$ cat src/shared/buck_cfg.svh
// Register map, field layout, reset values and timing counts for the bank
// Assumes a 125 MHz core clock
`ifndef BUCK_CFG_SVH
`define BUCK_CFG_SVH
`define OFF_RESTORE      8'h11
`define OFF_RAIL_DELAY   8'h12
`define OFF_CHIP_IDENTIFICATION      8'h18
`define OFF_LIGHT_LOAD   8'h19
`define OFF_PHASE        8'h1f
`define OFF_FLAGS        8'h20
`define RST_RESTORE      8'h00
`define RST_RAIL_DELAY   8'h00
`define RST_LIGHT_LOAD   8'h05
`define RST_PHASE        8'h42
`define RESTORE_BIT      0
`define ENTRY_MSB        6
`define ENTRY_LSB        4
`define EXIT_MSB         2
`define EXIT_LSB         0
`define FIELD_MASK       8'h77
`define DELAY_NEVER      8'hff
`define CLK_PERIOD_PS    8000
`define STEP_US          100
`define STEP_CYCLES      ((`STEP_US * 1000000) / `CLK_PERIOD_PS)
`endif

$ cat src/shared/buck_pkg.sv
// Types shared by the register bank and its helpers
// Assumes buck_cfg.svh defines the numbers
package buck_pkg;
  typedef enum logic [1:0] {
    RAIL_OFF   = 2'b00,
    RAIL_WAKE  = 2'b01,
    RAIL_ON    = 2'b11,
    RAIL_SLEEP = 2'b10
  } rail_state_e;
  typedef logic [7:0] reg_byte_t;
endpackage

$ cat src/shared/thr_if.sv
// Threshold codes passed from the bank to the threshold decoder
// Assumes one clock domain
`timescale 1ns/10ps
interface thr_if;
  logic [2:0]  entry_code;
  logic [2:0]  exit_code;
  logic [2:0]  add_code;
  logic [2:0]  drop_code;
  logic [2:0]  phases;
  logic [8:0]  entry_ma;
  logic [8:0]  exit_ma;
  logic [12:0] add_ma;
  logic [12:0] drop_ma;
  modport bank (output entry_code, exit_code, add_code, drop_code, phases,
                input entry_ma, exit_ma, add_ma, drop_ma);
  modport dec  (input entry_code, exit_code, add_code, drop_code, phases,
                output entry_ma, exit_ma, add_ma, drop_ma);
endinterface

$ cat src/rtl/buck_ctrl_bank.sv
// Control register bank of a multi-phase step-down converter
// Assumes a synchronous byte register port from the serial interface
// What this block does
// - Writing restore bit one then zero reloads all registers except the fault flags to defaults
// - After restore, rail keeps regulating on new values while enable high
// - Restore leaves fault flags untouched
// - Flags clear only by writing zero or power-up, not by read or restore
// - On enable rise, wait delay code times 100 us, then rail on
// - On enable fall, wait delay code times 100 us, then rail off
// - Delay code all ones keeps the rail off always
// - Writing all ones while running powers down at once
// - Read-only ID: part bit, five-bit fuse version, two-bit die revision
// - Three-bit entry code selects light-load entry current 50 to 325 mA
// - Three-bit exit code, default 101, selects exit current 100 to 375 mA
// - Phase-add code, default 100, 0.3-1.0 A per phase times phases
// - Phase-drop code, default 010, same scale, drops a phase below it
`timescale 1ns/10ps
`include "buck_cfg.svh"
module buck_ctrl_bank #(
  parameter int         STEP_CYCLES = `STEP_CYCLES,
  parameter logic       PART_CODE   = 1'b0,   // Arbitrary value
  parameter logic [4:0] FUSE_VER    = 5'h0a,  // Arbitrary value
  parameter logic [1:0] SILICON_REVISION_FIELD     = 2'h2,   // Arbitrary value
  parameter logic [2:0] PHASES      = 3'h6
) (
  input  wire logic        CLK,
  input  wire logic        ARST_N,
  input  wire logic        REG_WR,
  input  wire logic        REG_RD,
  input  wire logic [7:0]  REG_ADDR,
  input  wire logic [7:0]  REG_WDATA,
  output logic      [7:0]  REG_RDATA,
  input  wire logic        RAIL_ENABLE_PIN,
  input  wire logic [2:0]  ACTIVE_PHASES,
  input  wire logic [7:0]  FAULT_SET,
  output logic      [7:0]  FAULT_FLAGS,
  output logic             RAIL_ON,
  output logic      [8:0]  ENTRY_MA,
  output logic      [8:0]  EXIT_MA,
  output logic      [12:0] ADD_MA,
  output logic      [12:0] DROP_MA
);
  // ==========================================================
  // Parameter checks
  if (PHASES == 3'h0 || PHASES > 3'h6) begin : g_bad_phases
    $error("PHASES out of range");
  end
  if (STEP_CYCLES < 2 || STEP_CYCLES > 65535) begin : g_bad_step
    $error("STEP_CYCLES out of range");
  end
  localparam buck_pkg::reg_byte_t ID_WORD = {PART_CODE, FUSE_VER, SILICON_REVISION_FIELD};

  // ==========================================================
  // Register write decode
  buck_pkg::reg_byte_t restore_reg;
  buck_pkg::reg_byte_t rail_delay_code_reg;
  buck_pkg::reg_byte_t light_load_reg;
  buck_pkg::reg_byte_t phase_reg;
  buck_pkg::reg_byte_t flags_reg;
  logic soft_restore;
  logic wr_restore;
  logic wr_delay;
  logic wr_light_load;
  logic wr_phase;
  logic wr_flags;

  // Write strobe for one register offset
  function automatic logic wr_hit(input logic       wr,
                                  input logic [7:0] addr,
                                  input logic [7:0] offset);
    wr_hit = wr && (addr == offset);
  endfunction

  assign wr_restore    = wr_hit(REG_WR, REG_ADDR, `OFF_RESTORE);
  assign wr_delay      = wr_hit(REG_WR, REG_ADDR, `OFF_RAIL_DELAY);
  assign wr_light_load = wr_hit(REG_WR, REG_ADDR, `OFF_LIGHT_LOAD);
  assign wr_phase      = wr_hit(REG_WR, REG_ADDR, `OFF_PHASE);
  assign wr_flags      = wr_hit(REG_WR, REG_ADDR, `OFF_FLAGS);
  assign soft_restore  = wr_restore && restore_reg[`RESTORE_BIT] &&
                         !REG_WDATA[`RESTORE_BIT];

  always_ff @(posedge CLK or negedge ARST_N) begin
    if (!ARST_N) begin
      restore_reg <= `RST_RESTORE;
    end else if (soft_restore) begin
      restore_reg <= `RST_RESTORE;
    end else if (wr_restore) begin
      restore_reg <= REG_WDATA;
    end
  end

  // ==========================================================
  // Rail delay code
  always_ff @(posedge CLK or negedge ARST_N) begin
    if (!ARST_N) begin
      rail_delay_code_reg <= `RST_RAIL_DELAY;
    end else if (soft_restore) begin
      rail_delay_code_reg <= `RST_RAIL_DELAY;
    end else if (wr_delay) begin
      rail_delay_code_reg <= REG_WDATA;
    end
  end

  // ==========================================================
  // Light-load codes, reserved bits held at zero
  always_ff @(posedge CLK or negedge ARST_N) begin
    if (!ARST_N) begin
      light_load_reg <= `RST_LIGHT_LOAD;
    end else if (soft_restore) begin
      light_load_reg <= `RST_LIGHT_LOAD;
    end else if (wr_light_load) begin
      light_load_reg <= REG_WDATA & `FIELD_MASK;
    end
  end

  // ==========================================================
  // Phase codes, reserved bits held at zero
  always_ff @(posedge CLK or negedge ARST_N) begin
    if (!ARST_N) begin
      phase_reg <= `RST_PHASE;
    end else if (soft_restore) begin
      phase_reg <= `RST_PHASE;
    end else if (wr_phase) begin
      phase_reg <= REG_WDATA & `FIELD_MASK;
    end
  end

  // ==========================================================
  // Fault flags: hardware set beats software clear
  always_ff @(posedge CLK or negedge ARST_N) begin
    if (!ARST_N) begin
      flags_reg <= 8'h00;
    end else if (wr_flags) begin
      flags_reg <= (flags_reg & REG_WDATA) | FAULT_SET;
    end else begin
      flags_reg <= flags_reg | FAULT_SET;
    end
  end
  assign FAULT_FLAGS = flags_reg;

  // ==========================================================
  // Rail sequencing
  buck_pkg::rail_state_e state_reg;
  logic       en_prev_reg;
  logic       en_change;
  logic       tick;
  logic [7:0] steps_reg;
  logic       never_on;
  logic       done;

  assign en_change = RAIL_ENABLE_PIN != en_prev_reg;
  assign never_on  = rail_delay_code_reg == `DELAY_NEVER;
  assign done      = steps_reg >= rail_delay_code_reg;

  always_ff @(posedge CLK or negedge ARST_N) begin
    if (!ARST_N) begin
      en_prev_reg <= 1'b0;
    end else begin
      en_prev_reg <= RAIL_ENABLE_PIN;
    end
  end

  step_tick #(
    .STEP_CYCLES (STEP_CYCLES)
  ) u_tick (
    .clk     (CLK),
    .arst_n  (ARST_N),
    .restart (en_change),
    .tick    (tick)
  );

  always_ff @(posedge CLK or negedge ARST_N) begin
    if (!ARST_N) begin
      steps_reg <= 8'h00;
    end else if (en_change) begin
      steps_reg <= 8'h00;
    end else if (tick && !done) begin
      steps_reg <= steps_reg + 8'h01;
    end
  end

  always_ff @(posedge CLK or negedge ARST_N) begin
    if (!ARST_N) begin
      state_reg <= buck_pkg::RAIL_OFF;
    end else if (never_on) begin
      state_reg <= buck_pkg::RAIL_OFF;
    end else begin
      unique case (state_reg)
        buck_pkg::RAIL_OFF: begin
          if (RAIL_ENABLE_PIN) begin
            state_reg <= buck_pkg::RAIL_WAKE;
          end
        end
        buck_pkg::RAIL_WAKE: begin
          if (!RAIL_ENABLE_PIN) begin
            state_reg <= buck_pkg::RAIL_OFF;
          end else if (done && !en_change) begin
            state_reg <= buck_pkg::RAIL_ON;
          end
        end
        buck_pkg::RAIL_ON: begin
          if (!RAIL_ENABLE_PIN) begin
            state_reg <= buck_pkg::RAIL_SLEEP;
          end
        end
        buck_pkg::RAIL_SLEEP: begin
          if (RAIL_ENABLE_PIN) begin
            state_reg <= buck_pkg::RAIL_ON;
          end else if (done && !en_change) begin
            state_reg <= buck_pkg::RAIL_OFF;
          end
        end
      endcase
    end
  end

  assign RAIL_ON = (state_reg == buck_pkg::RAIL_ON) ||
                   (state_reg == buck_pkg::RAIL_SLEEP);

  // ==========================================================
  // Thresholds
  // Active phase count, kept inside what the converter has
  logic [2:0] phases_eff;
  always_comb begin
    if (ACTIVE_PHASES == 3'h0) begin
      phases_eff = 3'h1;
    end else if (ACTIVE_PHASES > PHASES) begin
      phases_eff = PHASES;
    end else begin
      phases_eff = ACTIVE_PHASES;
    end
  end

  thr_if thr ();
  assign thr.entry_code = light_load_reg[`ENTRY_MSB:`ENTRY_LSB];
  assign thr.exit_code  = light_load_reg[`EXIT_MSB:`EXIT_LSB];
  assign thr.add_code   = phase_reg[`ENTRY_MSB:`ENTRY_LSB];
  assign thr.drop_code  = phase_reg[`EXIT_MSB:`EXIT_LSB];
  assign thr.phases     = phases_eff;

  thr_decode u_dec (
    .t (thr.dec)
  );

  // Light-load thresholds
  always_ff @(posedge CLK or negedge ARST_N) begin
    if (!ARST_N) begin
      ENTRY_MA <= 9'h000;
      EXIT_MA  <= 9'h000;
    end else begin
      ENTRY_MA <= thr.entry_ma;
      EXIT_MA  <= thr.exit_ma;
    end
  end

  // Phase add and drop thresholds
  always_ff @(posedge CLK or negedge ARST_N) begin
    if (!ARST_N) begin
      ADD_MA  <= 13'h0000;
      DROP_MA <= 13'h0000;
    end else begin
      ADD_MA  <= thr.add_ma;
      DROP_MA <= thr.drop_ma;
    end
  end

  // ==========================================================
  // Read data
  buck_pkg::reg_byte_t rdata_next;

  always_comb begin
    unique case (REG_ADDR)
      `OFF_RESTORE:    rdata_next = restore_reg;
      `OFF_RAIL_DELAY: rdata_next = rail_delay_code_reg;
      `OFF_CHIP_IDENTIFICATION:    rdata_next = ID_WORD;
      `OFF_LIGHT_LOAD: rdata_next = light_load_reg;
      `OFF_PHASE:      rdata_next = phase_reg;
      `OFF_FLAGS:      rdata_next = flags_reg;
      default:         rdata_next = 8'h00;
    endcase
  end

  // Read data holds until the next read strobe
  always_ff @(posedge CLK or negedge ARST_N) begin
    if (!ARST_N) begin
      REG_RDATA <= 8'h00;
    end else if (REG_RD) begin
      REG_RDATA <= rdata_next;
    end
  end
endmodule

$ cat src/rtl/step_tick.sv
// Prescaler making one pulse per delay step, restarted on each enable change
// Assumes CLK at the rate in buck_cfg.svh
`timescale 1ns/10ps
`include "buck_cfg.svh"
module step_tick #(
  parameter int STEP_CYCLES = `STEP_CYCLES
) (
  input  wire logic clk,
  input  wire logic arst_n,
  input  wire logic restart,
  output logic      tick
);
  if (STEP_CYCLES < 2 || STEP_CYCLES > 65535) begin : g_bad_step
    $error("STEP_CYCLES out of range");
  end
  logic [15:0] cnt_reg;
  always_ff @(posedge clk or negedge arst_n) begin
    if (!arst_n) begin
      cnt_reg <= 16'h0000;
    end else if (restart || tick) begin
      cnt_reg <= 16'h0000;
    end else begin
      cnt_reg <= cnt_reg + 16'h0001;
    end
  end
  assign tick = (cnt_reg == 16'(STEP_CYCLES - 1));
endmodule

$ cat src/rtl/thr_decode.sv
// Decodes light-load and phase codes into milliamp thresholds
// Assumes codes are stable register outputs
`timescale 1ns/10ps
module thr_decode (
  thr_if.dec t
);
  // =====================================================
  // Code tables
  function automatic logic [8:0] entry_ma(input logic [2:0] c);
    case (c)
      3'h0: entry_ma = 9'd50;
      3'h1: entry_ma = 9'd75;
      3'h2: entry_ma = 9'd100;
      3'h3: entry_ma = 9'd125;
      3'h4: entry_ma = 9'd175;
      3'h5: entry_ma = 9'd200;
      3'h6: entry_ma = 9'd225;
      default: entry_ma = 9'd325;
    endcase
  endfunction
  function automatic logic [8:0] exit_ma(input logic [2:0] c);
    case (c)
      3'h0: exit_ma = 9'd100;
      3'h1: exit_ma = 9'd125;
      3'h2: exit_ma = 9'd150;
      3'h3: exit_ma = 9'd175;
      3'h4: exit_ma = 9'd225;
      3'h5: exit_ma = 9'd275;
      3'h6: exit_ma = 9'd325;
      default: exit_ma = 9'd375;
    endcase
  endfunction
  // Per-phase step 0.3 A plus 0.1 A per code, times active phases
  function automatic logic [12:0] phase_ma(input logic [2:0] c,
                                           input logic [2:0] n);
    logic [12:0] per;
    per = 13'h012c + 13'h0064 * {10'h000, c};
    phase_ma = per * {10'h000, n};
  endfunction
  assign t.entry_ma = entry_ma(t.entry_code);
  assign t.exit_ma  = exit_ma(t.exit_code);
  assign t.add_ma   = phase_ma(t.add_code, t.phases);
  assign t.drop_ma  = phase_ma(t.drop_code, t.phases);
endmodule

$ cat config.mk
export PLATFORM = sky130hd
export DESIGN_NAME = buck_ctrl_bank
export DESIGN_NICKNAME = d
export VERILOG_FILES = /design/src/shared/buck_pkg.sv /design/src/shared/thr_if.sv /design/src/rtl/buck_ctrl_bank.sv /design/src/rtl/step_tick.sv /design/src/rtl/thr_decode.sv
export VERILOG_INCLUDE_DIRS = /design/src /design/src/shared
export SDC_FILE = /design/constraint.sdc
export NUM_CORES = 1
export LEC_CHECK = 0
export BUFFER_PORTS_ARGS = -buffer_cell sky130_fd_sc_hd__buf_4
export CAP_MARGIN = 20
export CORE_MARGIN = 3
export CORE_UTILIZATION = 30
export CTS_BUF_LIST = sky130_fd_sc_hd__clkbuf_4
export DETAILED_ROUTE_END_ITERATION = 7
export HOLD_SLACK_MARGIN = 0.15
export MAX_ROUTING_LAYER = met4
export PLACE_DENSITY_LB_ADDON = 0.3
export SYNTH_ARGS = -nofsm -noshare
export SYNTH_HDL_FRONTEND = slang
export SYNTH_SLANG_ARGS = --single-unit
$ cat constraint.sdc
create_clock -name CLK -period 6.4 [get_ports CLK]
set_input_delay 0.32 -clock CLK [delete_from_list [all_inputs] [get_ports CLK]]
set_output_delay 0.32 -clock CLK [all_outputs]
set_load 0.02 [all_outputs]
Word level (Yosys, flattened, before mapping). Cells that the tools add are included.

$add $sub $neg: 4. Multipliers: 4. Magnitude comparators: 2. Equal/unequal tests: 28. Mux-type cells: 25. Bitwise operators: 3. Reduce and logical (&&, ||, !) cells: 24.

Operators by type and width (number): $pmux 9 s7 (2); $mux 8 (11); $pmux 8 s6 (1); $eq 8x5->1 const B (5); $mul 13x3->13 (2); $add 9x10->11 const A (2); $eq 3x3->1 const B (6); $add 16x1->16 const B (1); $eq 16x14->1 const B (1); $mul 5x3->8 const A (2); $mux 16 (1); $or 8x8->8 (2); $mux 2 (7); $eq 3x2->1 const B (4); $reduce_bool 2->1 (5); $logic_and 1x1->1 (9); $logic_not 3->1 (3); $add 8x1->8 const B (1); $and 8x8->8 (1); $eq 8x6->1 const B (1); $eq 8x8->1 const B (1); $ge 8x8->1 (1); $ne 4x4->1 const B (2); $pmux 2 s4 (1); other kinds (11) (18).

Register bits after elaboration: 119. Logic and storage cells: 104.

Longest topological paths before layout.
Word-level depth: 7. Gate-level depth with buffers: 16. Mapped depth without buffers: 16.

Cells and area by module. From an unflattened synthesis, not the netlist that was laid out.

Cell total of the unflattened synthesis: 706. Area, all modules: 6909.1 um^2.

By module, submodules not included: buck_ctrl_bank (instances 1, cells an instance 352, area an instance 4078.9 um^2, seq. area each 2482.4 um^2); thr_decode (instances 1, cells an instance 274, area an instance 2015.7 um^2, seq. area each 0.0 um^2); step_tick (instances 1, cells an instance 80, area an instance 814.5 um^2, seq. area each 400.4 um^2).

Least setup slack after synthesis. Ideal clock, no wire load.

Path kind: register -> register. Start: register phase_reg[1]. End: register DROP_MA[12]. Arrival: 3189 ps. Data required time: 6275 ps. Slack: 3086 ps. Stages on the path, launching flop included: 15. Path buffers: 0. Period minus slack after synthesis: 3314 ps. Cell sequence: dfstp_2 > inv_1 > ha_1 > inv_1 > ha_1 > ha_1 > o21bai_1 > xnor2_1 > nand2_1 > fa_1 > inv_1 > ha_1 > or3_1 > o22ai_1 > xnor2_1.

Word-level cells in the longest chain between the ends: 3.

Ends and longest elaborated chain: from (decl) (line buck_ctrl_bank.sv:58) `buck_pkg::reg_byte_t phase_reg;`; from (signal assigned) (line buck_ctrl_bank.sv:120) `` phase_reg <= `RST_PHASE; ``; from (signal assigned) (line buck_ctrl_bank.sv:122) `` phase_reg <= `RST_PHASE; ``; from (signal assigned) (line buck_ctrl_bank.sv:124) `` phase_reg <= REG_WDATA & `FIELD_MASK; ``; $mul 5x3->8 (line thr_decode.sv:37) `per = 13'h012c + 13'h0064 * {10'h000, c};`; $add 9x10->11 (line thr_decode.sv:37); $mul 13x3->13 (line thr_decode.sv:38) `phase_ma = per * {10'h000, n};`; named net thr.drop_ma[12] (line thr_if.sv:13) `logic [12:0] drop_ma;`; to (signal assigned) (line buck_ctrl_bank.sv:263) `DROP_MA <= thr.drop_ma;`; to (decl) (line buck_ctrl_bank.sv:41) `output logic [12:0] DROP_MA`.

The timed path passes the listed nets, and every way through them passes these cells. A chain may end at the register's enable or synchronous reset.

Worst setup path after layout.
Start: register phase_reg[4]. End: register ADD_MA[12].

Word-level cells in the longest chain between the ends: 3.

Ends and longest elaborated chain: $mul 5x3->8 (line thr_decode.sv:37); $add 9x10->11 (line thr_decode.sv:37); $mul 13x3->13 (line thr_decode.sv:38); named net thr.add_ma[12] (line thr_if.sv:12) `logic [12:0] add_ma;`; to (signal assigned) (line buck_ctrl_bank.sv:262) `ADD_MA <= thr.add_ma;`; to (decl) (line buck_ctrl_bank.sv:40) `output logic [12:0] ADD_MA,`.

The timed path passes the listed nets, and every way through them passes these cells.

==> out/summary.txt <==
run status: completed
post-layout min period: 3.524 ns
width of the die: 155.5 um
Comb pwr share: 30.9%
class of the most critical hold timing path: primary input to register
met1 track demand over resource in global routing: 18.77%
number of synthesized flops with an enable pin: 0
clock insertion delay at the later pin of the skew report: 0.51 ns
via total after detailed routing: 5,147
first-iteration detailed-routing DRC count: 363
Final setup viols: 0
met3 routing resource usage after global routing: 2.003%
cell-by-cell listing of the critical path: inv_1 > ha_1 > xnor2_1 > and2_1 > fa_1 > ha_1 > fa_1 > a21o_1 > a211oi_1 > o21ai_0 > o21ai_0 > xnor2_1
average footprint of a synthesized cell: 9.730 um2
post-CTS clock slew at the launch and capture registers of the worst setup and hold paths: 0.20 ns
count of fill cells added during filler insertion: 2,245
proportion of layout cells with a drive suffix above 1: 16.15%
hpwl dp: 11,430 um
global-route wire length before repair: 25,710 um
per-cell routed wire length: 14.11 um
clock tree root buffer cell: clkbuf_4
kind of end point of the critical path: register
sequential share of power: 46.7%
CP max stage delay: 0.56 ns
Worst EP arrival: 3.95 ns
maximum number of pins on one net before global-route repair: 74
total global routing overflow: 0
critical path fanouts, max: 9
via count normalized by instance count: 4.739
flip-flop count of the largest register, all copies and words added: 16
clock tree from TritonCTS: done
# Post-CTS Setup Buffers: 0
area occupied by registers: 2783 um2
nets@finish: 900
final count of hold timing violations: 0
final total negative setup slack: 0 ns
worst path bufs/invs: 1
Worst Path Class, Setup: register to register
clock share of power: 22.5%
area taken by multi-input logic gates: 3636 um2
post-route clock skew: 0.03502 ns
primary flip-flop cell chosen by synthesis mapping: dfrtp_1
total leakage power: 3.823 nW
sequential cell area fraction in the yosys report: 41.51%
number of clock sinks: 111
number of search-and-repair iterations in the first detailed-routing pass: 4
Std-Cell Rows: 54
RSZ-0062 raised after global routing: no
number of routed nets with antenna violations: 0
commonest cells after routing, fill and taps aside: dfrtp_1, buf_4, nand2_1, nor2_1, ha_1
post-synth cell types: 63
Inserted Clock Buffers: 9
final estimated routing congestion in global placement: 0.8099
summed instance area of the synthesized netlist: 6704 um2
kind of start point of the critical path: register
met2 layer usage reported by global route: 20.04%
layout overhead on the synthesized area: 20.79%
part of the cycle the worst path needs: 55.07%
tightest slew margin relative to the limit: 36.32%
I/O Buffers: 88
count of final max-slew check failures: 0
most congested layer reported by global routing: met2
family with the most delay on the worst path: adder cells
net switching fraction of the power: 35.16%
share of synthesized registers carrying an async set or reset: 100.0%
full die area: 24,180 um2
Gate Count Post-Synth: 689
required time at the endpoint of the critical path: 6.83 ns
highest ir drop seen on vdd: 0.08877 mV
areal power density over the cells: 217.1 nW/um2
leading cell type in the layout, fill and taps excluded: dfrtp_1
Clock Tree Buf Depth: 2
number of synthesis warnings: 0
Max-Cap Viols: 0
FMAX: 0.2837 GHz
actual slew at the worst max-slew pin: 0.9510 ns
vertical die dimension: 155.5 um
Final Routed Wirelength: 15,330 um
detailed-route DRC error count: 0
effective utilization at floorplan: 30.62%
flop and latch count out of synthesis: 111
critical-path cell with the highest stage delay: dfrtp_1
total number of H-tree levels: 3
Power Internal: 1.140 mW
total routing usage reported by global routing: 13.43%
Sw Pwr: 618.2 uW
I/O pin total: 93
core region area: 21,890 um2
vias in the first global route: 4,982
number of antenna violations at the first check in global routing: 1
Tot Pwr: 1.758 mW
[stage by stage]
stage | setup slack [ns] | hold slack [ns] | utilization, % | cell area (um2) | instances
6_report | 2.876 | 0.2897 | 36.99 | 8098 | 1086
4_1_cts | 2.851 | 0.2682 | 36.98 | 8095 | 1085
2_1_floorplan | 3.086 | 0.02441 | - | 6715 | 692
3_3_place_gp | 2.966 | 0.3412 | 34.87 | 7632 | 1039
3_5_place_dp | 2.885 | 0.3417 | 34.87 | 7632 | 1039
5_1_grt | 2.612 | 0.2843 | 36.99 | 8098 | 1086
[per-layer routing]
| layer | up-vias | routed length, um | part of all wire (%) |
|---|---|---|---|
| li1 | 2584 | - | - |
| met1 | 2453 | 7551 | 49 |
| met2 | 95 | 7001 | 46 |
| met3 | 15 | 551 | 3.6 |
| met4 | 0 | 223 | 1.5 |
| met5 | - | 0 | 0 |
[final timing paths]
kind / slack (ns) / end / from / cells past startpoint
max: 2.88 / ADD_MA[12]$_DFF_PN0_ / phase_reg[4]$_DFFE_PN0P_ / 12
min: 0.29 / DROP_MA[2]$_DFF_PN0_ / ACTIVE_PHASES[0] / 4
max reg2reg: 2.88 / ADD_MA[12]$_DFF_PN0_ / phase_reg[4]$_DFFE_PN0P_ / 12
min reg2reg: 0.52 / u_tick.cnt_reg[0]$_DFF_PN0_ / u_tick.cnt_reg[0]$_DFF_PN0_ / 1
max in group asynchronous: 4.77 / phase_reg[5]$_DFFE_PN0P_ / ARST_N / 3
min in group asynchronous: 0.31 / EXIT_MA[3]$_DFF_PN0_ / ARST_N / 2
[Yosys cell counts, types with 15 or more instances]
cell type | count | area (um2)
nand3_1 | 22 | 110.1
a21oi_1 | 32 | 160.2
inv_1 | 48 | 180.2
nor2_1 | 70 | 262.8
ha_1 | 52 | 650.6
a22o_1 | 15 | 131.4
o21ai_0 | 24 | 120.1
nand2_1 | 70 | 262.8
xor2_1 | 17 | 148.9
fa_1 | 16 | 320.3
dfrtp_1 | 107 | 2678
xnor2_1 | 27 | 236.5
nand2b_1 | 15 | 93.84
[what timing repair did]
| action | in CTS | in global routing |
|---|---|---|
| hold buffers | 30 | 0 |
| hold endpoints to repair | 81 | 0 |
| gates resized for setup | 0 | 0 |
[worst reg2reg max path, delay by kind of cell, from the launching register on]
kind                       cells  cell delay [ns]
AOI/OAI and AO/OA              4             0.83
xor gates and xnor gates       2             0.38
adders and majority gates      4             1.33
buffers and inverters          1             0.18
DFF                            1             0.56
and+or+nand+nor                1             0.18
[power groups by stage]
| stage | clock network (mW) | registers [mW] | logic (mW) |
|---|---|---|---|
| floorplan | 0 | 0.888 | 0.289 |
| global placement | 0 | 0.835 | 0.539 |
| detailed placement | 0 | 0.835 | 0.539 |
| CTS | 0.416 | 0.822 | 0.553 |
| global route | 0.445 | 0.830 | 0.608 |
| finish | 0.395 | 0.820 | 0.543 |
[cells by family (layout without fill, tap and decap cells)]
logic type	Yosys count	after routing	share of synthesized area, %
buffers and inverters	72	185	4.423
AND/OR/NAND/NOR	257	257	19.15
flip-flops	111	111	41.51
AO/OA/AOI/OAI	123	123	12.67
multiplexers	13	13	1.960
XOR/XNOR	44	44	5.748
other	1	5	0.05594
adder cells (fa/ha/maj)	68	68	14.48
[cell type report]
cell class | instances | share of cell area [%]
timing repair buffer | 121 | 12.14
antenna | 1 | 0.03090
clock buffer | 9 | 0.8344
multi-input combinational | 509 | 44.90
tap | 280 | 4.326
inverter | 48 | 2.225
sequential | 111 | 34.36
clock inverter | 7 | 1.174
No activity file was read; power rests on OpenSTA's default activity.
